File: config.mk
export PLATFORM = sky130hd
export DESIGN_NAME = eau_effective_address
export DESIGN_NICKNAME = d
export VERILOG_FILES = /design/src/verilog/eau_pkg.sv /design/src/verilog/eau_effective_address.sv
export SDC_FILE = /design/constraint.sdc
export NUM_CORES = 1
export LEC_CHECK = 0
export BUFFER_PORTS_ARGS = -buffer_cell sky130_fd_sc_hd__clkbuf_2
export CAP_MARGIN = 5
export CORE_AREA = 3 3 181 183
export CTS_BUF_LIST = sky130_fd_sc_hd__clkbuf_2 sky130_fd_sc_hd__clkbuf_4 sky130_fd_sc_hd__clkbuf_8
export CTS_CLUSTER_DIAMETER = 80
export DETAILED_ROUTE_END_ITERATION = 10
export DIE_AREA = 0 0 184 186
export GPL_ROUTABILITY_DRIVEN = 0
export SKIP_CTS_REPAIR_TIMING = 1
export SYNTH_ARGS = -nofsm -noshare
export SYNTH_HDL_FRONTEND = slang
export SYNTH_SLANG_ARGS = --single-unit
export TNS_END_PERCENT = 10
File: constraint.sdc
create_clock -name clk -period 3.2 [get_ports clk]
set_clock_uncertainty 0.1 [all_clocks]
set_input_delay 0.32 -clock clk [delete_from_list [all_inputs] [get_ports clk]]
set_output_delay 0.32 -clock clk [all_outputs]
set_load 0.1 [all_outputs]
File: src/verilog/eau_pkg.sv
// Shared constants and carrier types of the effective-address unit.
// Assumes a decoder that hands over one decoded operand request per cycle.
// Notes on behaviour
// (RULE1) Register-direct picks byte halves, words or 32-bit registers.
// (RULE2) Register-indirect address is the low 24 bits of the register.
// (RULE3) Displacement adds sign-extended 16 or 24-bit offset, keeps 24 bits.
// (RULE4) Post-increment uses the register, then adds 1, 2 or 4 and writes back.
// (RULE5) Pre-decrement subtracts 1, 2 or 4, writes back, uses the result.
// (RULE6) Software should keep the register even for word or long stepping.
// (RULE7) An 8-bit absolute address gets its upper 16 bits forced to one.
// (RULE8) A 16-bit absolute address is sign-extended to 24 bits.
// (RULE9) A 24-bit absolute address is used unchanged.
// (RULE10) In 1-Mbyte modes the upper 4 address bits are dropped.
// (RULE11) Immediates come straight from the code as 8, 16 or 32 bits.
// (RULE12) The trap's 2-bit immediate selects its vector address.
// (RULE13) A 3-bit immediate indexes the bit inside the byte operand.
// (RULE14) Relative branch adds sign-extended 8 or 16-bit offset to the PC.
// (RULE15) The PC used is the address of the next instruction.
// (RULE16) Memory-indirect zero-extends aa8, reads a long, keeps low 24 bits.
// (RULE17) Memory-indirect only for jumps; relative only for branches.
// (RULE18) Word, long and branch addresses get their LSB forced to zero.
// (RULE19) ALU ops: register or immediate; transfers: not relative, indirect.
// (RULE20) Bit ops use register, indirect or short absolute operands.
// (RULE21) Extension fields are 8, 16 or 32 bits; 24-bit ones zero-topped.
// (RULE22) Address and write-back are presented together with the access.
`default_nettype none
package eau_pkg;
   localparam int ADDR_W = 24;
   localparam logic [31:0] STEP_BYTE = 32'h0000_0001;
   localparam logic [31:0] STEP_WORD = 32'h0000_0002;
   localparam logic [31:0] STEP_LONG = 32'h0000_0004;
   localparam logic [15:0] SHORT_ABS_TOP = 16'hffff;
   localparam logic [15:0] MEM_IND_TOP = 16'h0000;
   localparam logic [23:0] MASK_1M = 24'h0f_ffff;
   localparam logic [23:0] MASK_16M = 24'hff_ffff;
   localparam logic [23:0] EVEN_MASK = 24'hff_fffe;
   // Trap vector table base; value arbitrary
   localparam logic [23:0] TRAP_VEC_BASE = 24'h00_0020;
   localparam int TRAP_VEC_SHIFT = 2;

   typedef logic [7:0][31:0] eauRegs_t;
   typedef enum logic [3:0] {
      EAU_REG_DIRECT = 4'h0, EAU_REG_IND = 4'h1, EAU_REG_DISP = 4'h2,
      EAU_POST_INC = 4'h3, EAU_PRE_DEC = 4'h4, EAU_ABS = 4'h5,
      EAU_IMM = 4'h6, EAU_PC_REL = 4'h7, EAU_MEM_IND = 4'h8,
      EAU_TRAP = 4'h9
   } eauMode_t;
   typedef enum logic [1:0] {
      EAU_BYTE = 2'h0, EAU_WORD = 2'h1, EAU_LONG = 2'h2
   } eauSize_t;
   typedef enum logic [1:0] {
      EAU_LEN8 = 2'h0, EAU_LEN16 = 2'h1, EAU_LEN32 = 2'h2
   } eauLen_t;
   typedef enum logic [2:0] {
      EAU_ARITH = 3'h0, EAU_XFER = 3'h1, EAU_BITOP = 3'h2,
      EAU_BRANCH = 3'h3, EAU_JUMP = 3'h4, EAU_TRAPOP = 3'h5
   } eauClass_t;
   typedef enum logic [1:0] { EAU_ST_IDLE = 2'b00, EAU_ST_PTR = 2'b01 }
      eauState_t;

   typedef struct packed {
      logic        valid;
      eauClass_t   opClass;
      eauMode_t    mode;
      eauSize_t    size;
      eauLen_t     extLen;
      logic [3:0]  regIdx;
      logic [31:0] ext;
      logic [2:0]  bitNum;
      logic [23:0] pc;
   } eauReq_t;

   typedef struct packed {
      logic        valid;
      logic [31:0] data;
   } eauPtr_t;

   typedef struct packed {
      logic        valid;
      logic        illegal;
      logic        addrValid;
      logic        ptrFetch;
      logic        branch;
      logic [23:0] addr;
      logic        opValid;
      logic [31:0] operand;
      logic [2:0]  bitIdx;
      logic        wbEn;
      logic [2:0]  wbIdx;
      logic [31:0] wbData;
   } eauRsp_t;
endpackage : eau_pkg
`default_nettype wire

File: src/verilog/eau_effective_address.sv
// Effective-address unit: forms operand, branch and vector addresses.
// Assumes the register file contents and decoded fields arrive each cycle
// and that the memory side returns the memory-indirect pointer longword.
`default_nettype none
module eau_effective_address
   import eau_pkg::*;
(
   input  wire logic     clk,
   input  wire logic     rst_n,
   input  wire logic     mode1M,
   input  wire eauRegs_t regs,
   input  wire eauReq_t  req,
   output logic          reqReady,
   input  wire eauPtr_t  ptrRd,
   output eauRsp_t       rsp
);

   ////////////////////////////////////////////////////////////////////////
   // Helper functions

   // Sign-extend an 8-bit field to address width
   function automatic logic [23:0] eauSext8(input logic [7:0] v);
      eauSext8 = {{16{v[7]}}, v};
   endfunction : eauSext8

   // Sign-extend a 16-bit field to address width
   function automatic logic [23:0] eauSext16(input logic [15:0] v);
      eauSext16 = {{8{v[15]}}, v};
   endfunction : eauSext16

   // Step for post-increment and pre-decrement by access size
   function automatic logic [31:0] eauStep(input eauSize_t s);
      case (s)
         EAU_WORD: eauStep = STEP_WORD;
         EAU_LONG: eauStep = STEP_LONG;
         default:  eauStep = STEP_BYTE;
      endcase
   endfunction : eauStep

   // Even alignment and the 1-Mbyte window, shared by all address paths
   function automatic logic [23:0] eauFinal(input logic [23:0] a,
                                            input logic        even,
                                            input logic        narrow);
      logic [23:0] t;
      t = even ? (a & EVEN_MASK) : a;                    // RULE18
      eauFinal = t & (narrow ? MASK_1M : MASK_16M);      // RULE10
   endfunction : eauFinal

   ////////////////////////////////////////////////////////////////////////
   // Register selection

   logic [31:0] regLong;
   logic [15:0] regWord;
   logic [7:0]  regByte;
   logic [31:0] regDirect;

   // Index bit 3 picks the low byte half or the upper word register
   assign regLong = regs[req.regIdx[2:0]];
   assign regWord = req.regIdx[3] ? regLong[31:16] : regLong[15:0]; // RULE1
   assign regByte = req.regIdx[3] ? regLong[7:0] : regLong[15:8];   // RULE1
   // Direct operands are zero-extended to 32 bits
   always_comb begin
      case (req.size)
         EAU_BYTE: regDirect = {24'h00_0000, regByte};   // RULE1
         EAU_WORD: regDirect = {16'h0000, regWord};      // RULE1
         default:  regDirect = regLong;                  // RULE1
      endcase
   end

   ////////////////////////////////////////////////////////////////////////
   // Extension fields

   logic [23:0] dispExt;
   logic [23:0] absAddr;
   logic [31:0] immVal;
   logic [23:0] branchDisp;

   // A 24-bit field is the low part of a 32-bit field with a zero top byte
   assign dispExt = (req.extLen == EAU_LEN16) ? eauSext16(req.ext[15:0])
                                              : req.ext[23:0]; // RULE3 RULE21
   assign branchDisp = (req.extLen == EAU_LEN8) ? eauSext8(req.ext[7:0])
                                                : eauSext16(req.ext[15:0]);
   always_comb begin
      case (req.extLen)
         EAU_LEN8:  absAddr = {SHORT_ABS_TOP, req.ext[7:0]};      // RULE7
         EAU_LEN16: absAddr = eauSext16(req.ext[15:0]);           // RULE8
         default:   absAddr = req.ext[23:0];                      // RULE9
      endcase
   end

   // Immediates keep only the field's own width
   always_comb begin
      case (req.extLen)
         EAU_LEN8:  immVal = {24'h00_0000, req.ext[7:0]};         // RULE11
         EAU_LEN16: immVal = {16'h0000, req.ext[15:0]};           // RULE11
         default:   immVal = req.ext;                             // RULE11
      endcase
   end

   ////////////////////////////////////////////////////////////////////////
   // Address arithmetic

   logic [23:0] dispSum;
   logic [31:0] incReg;
   logic [31:0] decReg;
   logic [23:0] branchSum;
   logic [23:0] ptrAddr;
   logic [23:0] trapAddr;
   logic        wideAccess;

   // Only the low 24 bits of the 32-bit sum matter, so a 24-bit adder does
   assign dispSum = regLong[23:0] + dispExt;                    // RULE3
   assign incReg = regLong + eauStep(req.size);                 // RULE4
   assign decReg = regLong - eauStep(req.size);                 // RULE5
   // The decoder supplies the PC of the next instruction's first byte
   assign branchSum = req.pc + branchDisp;                      // RULE14 RULE15
   assign ptrAddr = {MEM_IND_TOP[7:0], MEM_IND_TOP[7:0], req.ext[7:0]}; // RULE16
   // Vector entries are longwords, four bytes apart
   assign trapAddr = TRAP_VEC_BASE
                   + (24'(req.ext[1:0]) << TRAP_VEC_SHIFT);      // RULE12
   // Byte accesses may sit at odd addresses
   assign wideAccess = (req.size != EAU_BYTE);

   ////////////////////////////////////////////////////////////////////////
   // Mode legality per operation class

   // Refused pairs still answer, so the decoder can trap
   logic modeOk;

   always_comb begin
      case (req.opClass)
         EAU_ARITH:
            modeOk = (req.mode == EAU_REG_DIRECT)
                   || (req.mode == EAU_IMM);                    // RULE19

         EAU_XFER:
            modeOk = (req.mode != EAU_PC_REL)
                   && (req.mode != EAU_MEM_IND)
                   && (req.mode != EAU_TRAP);                   // RULE19

         EAU_BITOP:
            modeOk = (req.mode == EAU_REG_DIRECT)
                   || (req.mode == EAU_REG_IND)
                   || ((req.mode == EAU_ABS)
                       && (req.extLen == EAU_LEN8));            // RULE20

         EAU_BRANCH:
            modeOk = (req.mode == EAU_PC_REL);                  // RULE17

         EAU_JUMP:
            modeOk = (req.mode == EAU_MEM_IND)
                   || (req.mode == EAU_REG_IND)
                   || (req.mode == EAU_ABS);                    // RULE17

         EAU_TRAPOP:
            modeOk = (req.mode == EAU_TRAP);

         default:
            modeOk = 1'b0;
      endcase
   end

   ////////////////////////////////////////////////////////////////////////
   // Next response

   eauState_t state;
   eauState_t next_state;
   eauRsp_t   next_rsp;
   logic      isJump;
   logic      take;

   // A memory-indirect request holds the unit until its pointer returns
   assign reqReady = (state == EAU_ST_IDLE);
   assign take = reqReady && req.valid;
   assign isJump = (req.opClass == EAU_JUMP);

   always_comb begin
      // Quiet answer unless a request or pointer comes
      next_rsp = '0;
      next_state = state;

      if (state == EAU_ST_PTR) begin
         // New requests are ignored, not queued, meanwhile
         // Top byte of the pointer longword is discarded
         if (ptrRd.valid) begin
            next_rsp.valid = 1'b1;
            next_rsp.addrValid = 1'b1;
            next_rsp.branch = 1'b1;
            next_rsp.addr = eauFinal(ptrRd.data[23:0], 1'b1,
                                     mode1M);                   // RULE16
            next_state = EAU_ST_IDLE;
         end
      end else if (take && !modeOk) begin
         next_rsp.valid = 1'b1;
         next_rsp.illegal = 1'b1;                               // RULE19
      end else if (take) begin
         next_rsp.valid = 1'b1;
         next_rsp.bitIdx = req.bitNum;                          // RULE13
         case (req.mode)

            // Operand from a register
            EAU_REG_DIRECT: begin
               next_rsp.opValid = 1'b1;
               next_rsp.operand = regDirect;                    // RULE1
            end

            // Address held in the register
            EAU_REG_IND: begin
               next_rsp.addrValid = 1'b1;
               next_rsp.branch = isJump;
               next_rsp.addr = eauFinal(regLong[23:0],
                                        wideAccess || isJump,
                                        mode1M);                // RULE2
            end

            // Register plus displacement
            EAU_REG_DISP: begin
               next_rsp.addrValid = 1'b1;
               next_rsp.addr = eauFinal(dispSum, wideAccess, mode1M);
            end

            // Step after use
            EAU_POST_INC: begin
               // Address and write-back leave in the same cycle
               next_rsp.addrValid = 1'b1;
               next_rsp.addr = eauFinal(regLong[23:0], wideAccess,
                                        mode1M);                // RULE4
               next_rsp.wbEn = 1'b1;                            // RULE22
               next_rsp.wbIdx = req.regIdx[2:0];
               next_rsp.wbData = incReg;                        // RULE4
            end

            // Step before use
            EAU_PRE_DEC: begin
               next_rsp.addrValid = 1'b1;
               next_rsp.addr = eauFinal(decReg[23:0], wideAccess,
                                        mode1M);                // RULE5
               next_rsp.wbEn = 1'b1;                            // RULE22
               next_rsp.wbIdx = req.regIdx[2:0];
               next_rsp.wbData = decReg;                        // RULE5
            end

            // Absolute field, widened
            EAU_ABS: begin
               next_rsp.addrValid = 1'b1;
               next_rsp.branch = isJump;
               next_rsp.addr = eauFinal(absAddr,
                                        wideAccess || isJump,
                                        mode1M);                // RULE10
            end

            // Operand from the code
            EAU_IMM: begin
               next_rsp.opValid = 1'b1;
               next_rsp.operand = immVal;                       // RULE11
            end

            // Branch off the next PC
            EAU_PC_REL: begin
               next_rsp.addrValid = 1'b1;
               next_rsp.branch = 1'b1;
               next_rsp.addr = eauFinal(branchSum, 1'b1, mode1M); // RULE14
            end

            // Jump through a table
            EAU_MEM_IND: begin
               // First the pointer fetch, then the branch target
               next_rsp.addrValid = 1'b1;
               next_rsp.ptrFetch = 1'b1;
               next_rsp.addr = eauFinal(ptrAddr, 1'b1, mode1M); // RULE16
               next_state = EAU_ST_PTR;                         // RULE17
            end

            // Vector table entry
            EAU_TRAP: begin
               next_rsp.addrValid = 1'b1;
               next_rsp.addr = eauFinal(trapAddr, 1'b1, mode1M); // RULE12
            end

            // Unused mode codes
            default: begin
               next_rsp.illegal = 1'b1;
            end
         endcase
      end
   end

   ////////////////////////////////////////////////////////////////////////
   // State and response registers

   // Outputs are registered so address and write-back share one edge
   // Reset leaves the unit idle with a quiet answer
   always_ff @(posedge clk or negedge rst_n) begin
      if (!rst_n) begin
         state <= EAU_ST_IDLE;
         rsp   <= '0;
      end else begin
         state <= next_state;
         rsp   <= next_rsp;                                     // RULE22
      end
   end

endmodule : eau_effective_address
`default_nettype wire

=== After elaboration in Yosys (flattened, before gate mapping) ===
Cells that the tools add are included.

* Flip-flop bits (word level): 103
* Input bits: 367
* Output and inout port bits: 102

* $add $sub $neg: 5
* $lt $le $gt $ge: 1
* Eq/ne operators: 23
* Multiplexer cells: 40
* Bitwise gates (word level): 9
* Reductions and logical operators: 24

{| class="wikitable"
|+ Operators with widths
! kind !! number
|-
| case mux 24 bit (8 select lines) || 1
|-
| AND 24 bit || 7
|-
| case mux 32 bit (2 select lines) || 2
|-
| 2-to-1 mux 101 bit || 1
|-
| 2-to-1 mux 99 bit || 1
|-
| binary-select mux 32 bit (select 3 bit) || 1
|-
| 2-to-1 mux 24 bit || 3
|-
| 2-to-1 mux 72 bit || 1
|-
| case mux 36 bit (2 select lines) || 1
|-
| case mux 33 bit (2 select lines) || 1
|-
| 2-to-1 mux 25 bit || 2
|-
| adder 24 bit || 2
|-
| case mux 24 bit (2 select lines) || 1
|-
| adder 32 x 3 -> 32 bit || 1
|-
| 2-to-1 mux 32 bit || 1
|-
| subtractor 32 x 3 -> 32 bit || 1
|-
| AND 7 x 24 -> 24 bit || 1
|-
| AND 8 x 24 -> 24 bit || 1
|-
| equality test 4 x 3 -> 1 bit (second input constant) || 4
|-
| 2-to-1 mux 16 bit || 1
|-
| 2-to-1 mux 1 bit || 13
|-
| 2-to-1 mux 2 bit || 6
|-
| OR reduction 10 bit || 1
|-
| equality test 4 x 2 -> 1 bit (second input constant) || 2
|-
| other kinds (26) || 46
|}

=== Depth between registers and ports, before layout ===
* Depth after elaboration: 9
* Gate-level depth with buffers: 20

=== Least setup slack after synthesis ===
OpenSTA, ideal clock, no wires.

* Path kind: input to register
* Start: input req[59] (netlist bit)
* End: register rsp[87] (netlist bit)
* Library setup time: 0.127 ns
* Arrival: 4.775 ns
* Data required time: 2.973 ns
* Slack: -1.802 ns
* Stages on the path: 18
* Cell sequence: buf_6 -> buf_6 -> buf_4 -> buf_2 -> buf_2 -> mux4_2 -> mux2i_1 -> inv_1 -> ha_1 -> o21bai_1 -> a21oi_1 -> nand2_1 -> or3_1 -> or2_1 -> or4_4 -> xnor2_2 -> a221oi_1 -> o21ai_1

{| class="wikitable"
|+ RTL lines
! item !! line !! RTL
|-
| start: declaration || eau_effective_address.sv:12 || <nowiki>input wire eauReq_t req,</nowiki>
|-
| end signal: assignment || eau_effective_address.sv:299 || <nowiki>rsp <= next_rsp;</nowiki>
|-
| end: declaration || eau_effective_address.sv:15 || <nowiki>output eauRsp_t rsp</nowiki>
|}

==> impl_metrics.py <==
metrics = {
    "final_layout": {
        "fin_area_um2": 17000,
        "layout.nets": 2490,
        "multi_input_area_um2": 8630,
        "num-fill-cells": 2993,
        "seqCellArea_um2": 2550,
        "drive_gt1_frac": 0.475,
        "area_delta_synth_final_pct": 50.0,
        "final_cells": 2472,
    },
    "critical_path": {
        "rr_worst_depth": 7,
        "required_ps": 3390,
        "path_class": "in2reg",
        "cp_max_fo": 6,
        "cp-start-kind": "input pin",
        "worstPathArrival_ps": 3770,
        "cp-end-kind": "register",
    },
    "cts": {
        "clkTransAtPathRegs_ps": 110,
        "clk_path_buf_depth": 2,
        "clock_tree.root_cell": "clkbuf_8",
        "h-tree-depth": 3,
        "clk_latency_ps": 400,
        "cts_tree": "built",
        "clock_sinks": 102,
        "cts-buffers-inserted": 9,
    },
    "logic_synthesis": {
        "synth_xor_area_frac": 0.0370,
        "synthesis.area_um2": 11300,
        "synth_compound_area_frac": 0.253,
        "synth-main-ff-cell": "dfrtp_1",
        "yosys.area_share.simple": 0.199,
        "yosys_register_bits": 102,
        "synth_area_per_cell_um2": 8.45,
        "synth_top_family_by_area": "compound AO/OA/AOI/OAI gates",
        "muxShareOfSynthArea": 0.169,
        "synth_fa_ha_area_frac": 0.0690,
        "syn_nets": 1766,
        "syn_inst": 1339,
        "yosysSeqAreaShare": 0.225,
        "synth_cell_types": 86,
        "synthArstFlopShare": 1.00,
        "synth_edf_count": 0,
        "yosysWarningCount": 0,
    },
    "sta": {
        "min_period_ps": 3580,
        "worst_slack_ps": -378,
        "fin_tns_setup_ps": -2080,
        "finalHoldViolCount": 0,
        "relSlewSlack": 0.265,
        "fmax_ghz": 0.279,
        "final_max_slew_viol_count": 0,
        "hold_ws_ps": 13.6,
        "finalSetupViolCount": 22,
        "rsz0062_at_grt": "yes",
        "tightest_slew_ps": 1070,
        "fin_crit_sh": 1.12,
    },
    "drt": {
        "dr.pass1.iters": 8,
        "detail_route.vias_per_cell": 5.83,
        "vias": 14419,
        "postRouteAntennaNets": 0,
        "drt-total-wl_mm": 56.6,
        "drt_iter0_markers": 1321,
        "drc": 0,
        "wl_per_cell_um": 22.9,
    },
    "placed_design": {
        "port_buffers": 459,
        "dp.cells": 2443,
        "hpwl_mm": 47.3,
        "dpl_cell_area_um2": 16300,
        "dpl_worst_slack_ps": -1040,
    },
    "die": {
        "fp.coreArea_um2": 31400,
        "die-area_um2": 34200,
        "row_count": 65,
        "die_y_um": 186,
        "die_x_um": 184,
        "boundaryPins": 469,
        "start_util": 0.361,
    },
    "min_path": {
        "hp-class": "in2reg",
        "min_path_cells": 3,
    },
    "power_and_ir_drop": {
        "ir_drop_v": 0.000185,
        "leakagePower_nw": 8.21,
        "powerDensity_nw_per_um2": 306,
    },
    "run": {
        "maxCapViolations": 0,
    },
    "global_route": {
        "grtUsageTotal": 0.312,
        "grt_pass1_vias": 13971,
        "grt_max_degree": 70,
        "antenna_found_initial": 5,
        "grt_pass1_wl_mm": 81.3,
        "gr-total-overflow": 0,
    },
    "status": {
        "violations": "negative setup slack",
        "status": "complete, but fails checks",
    },
}
[path summary, 6_finish.rpt]
kind / slack [ps] / to / from
max: -380 / rsp[91]$_DFF_PN0_ / req[59]
min: 10 / rsp[73]$_DFF_PN0_ / ptrRd[1]
max reg2reg: 700 / rsp[94]$_DFF_PN0_ / state[0]$_DFFE_PN0P_
min reg2reg: 550 / rsp[100]$_DFF_PN0_ / state[0]$_DFFE_PN0P_
max in group asynchronous: 1950 / rsp[38]$_DFF_PN0_ / rst_n
min in group asynchronous: 310 / rsp[71]$_DFF_PN0_ / rst_n
[flip-flops by register name (all words and copies together) (netlist names)]
register,flops
rsp,101
state,1
[routing by layer]
layer	track usage	part of all wire
met1	0.402	0.38
met2	0.518	0.47
met3	0.0586	0.099
met4	0.130	0.045
met5	0	0.00048
[critical path, cell delays in order]
cell      delay [ps]
buf_16           120
buf_12           120
mux4_2           510
mux2_4           330
ha_4             280
o211ai_1         120
o211a_1          270
o31a_1           350
o211a_1          260
o211ai_1         190
buf_4            160
xnor2_1          110
nor2_1            60
o41ai_2          420
o211ai_1         140
[power breakdown]
part	switching, W	internal [W]
sequential	0.00000954	0.00132
combinational	0.00168	0.00134
clock	0.000528	0.000320
total	0.00222	0.00298
[cell usage in the layout (no fill, tap or decap), types with 8 or more instances in the layout]
| cell | count |
|---|---|
| clkbuf_2 | 456 |
| buf_4 | 321 |
| nor2_1 | 147 |
| a21oi_1 | 126 |
| nand2_1 | 112 |
| dfrtp_1 | 102 |
| o21ai_0 | 70 |
| mux4_2 | 65 |
| nor3_1 | 49 |
| ha_1 | 46 |
| inv_1 | 34 |
| xnor2_1 | 28 |
| a21o_1 | 25 |
| nand3_1 | 21 |
| mux2i_1 | 20 |
| a22oi_1 | 19 |
| xor2_1 | 18 |
| and2_1 | 16 |
| nor2b_1 | 16 |
| a211oi_1 | 16 |
| a221oi_1 | 15 |
| o211ai_1 | 14 |
| o22ai_1 | 13 |
| a31oi_1 | 13 |
| nand2b_1 | 12 |
| o21ai_1 | 11 |
| o21a_1 | 11 |
| or3_1 | 11 |
| and3_1 | 10 |
| a222oi_1 | 10 |
| clkbuf_8 | 10 |
| mux2_2 | 9 |
| ha_4 | 9 |
| or2_2 | 8 |
[Yosys cell counts, drive strengths merged, types with 5 or more instances]
cell type | number | area (µm²)
a21oi | 133 | 666
o21bai | 5 | 37.5
and2 | 19 | 121
nor4 | 9 | 83.8
mux2i | 26 | 298
o21ai | 83 | 415
o31ai | 7 | 52.6
nor3 | 56 | 280
a311oi | 7 | 61.3
clkbuf | 51 | 191
o22ai | 13 | 81.3
nand3 | 23 | 115
mux2 | 13 | 154
a222oi | 10 | 100
a221oi | 17 | 149
nor2b | 17 | 106
nand4 | 6 | 37.5
nand2b | 12 | 75.1
a211oi | 19 | 143
a21o | 25 | 188
a32oi | 5 | 43.8
mux4 | 65 | 1460
a22oi | 19 | 143
ha | 56 | 701
o21a | 11 | 82.6
buf | 31 | 193
xor2 | 18 | 158
xnor2 | 29 | 262
nand2 | 116 | 438
inv | 39 | 146
nand3b | 5 | 37.5
and3 | 10 | 62.6
or3 | 14 | 92.6
o221ai | 5 | 43.8
dfrtp | 102 | 2550
or2 | 11 | 68.8
a221o | 5 | 50.1
a31oi | 13 | 81.3
nor2 | 152 | 571
o211ai | 14 | 105
[cells by family after synthesis]
logic type / after synthesis
AND/OR/NAND/NOR: 467
AO/OA/AOI/OAI: 435
buffers and inverters: 124
multiplexers: 104
flip-flops: 102
adder cells (fa/ha/maj): 60
XOR/XNOR: 47
[layout make-up]
| class | instances | area share |
|---|---|---|
| multi-input combinational | 1113 | 0.508 |
| timing repair buffer | 795 | 0.292 |
| sequential | 102 | 0.150 |
| tap | 402 | 0.0296 |
| inverter | 42 | 0.00928 |
| clock buffer | 11 | 0.00855 |
| clock inverter | 5 | 0.00250 |
| antenna | 2 | 0.000295 |
[stage by stage]
step | util | power, W
after detailed placement | 0.519 | 0.00419
after global routing | 0.541 | 0.00546
after floorplan | - | 0.00292
after global placement | 0.519 | 0.00416
after CTS | 0.525 | 0.00504
final | 0.541 | 0.00520
No activity file was read; power rests on OpenSTA's default activity.
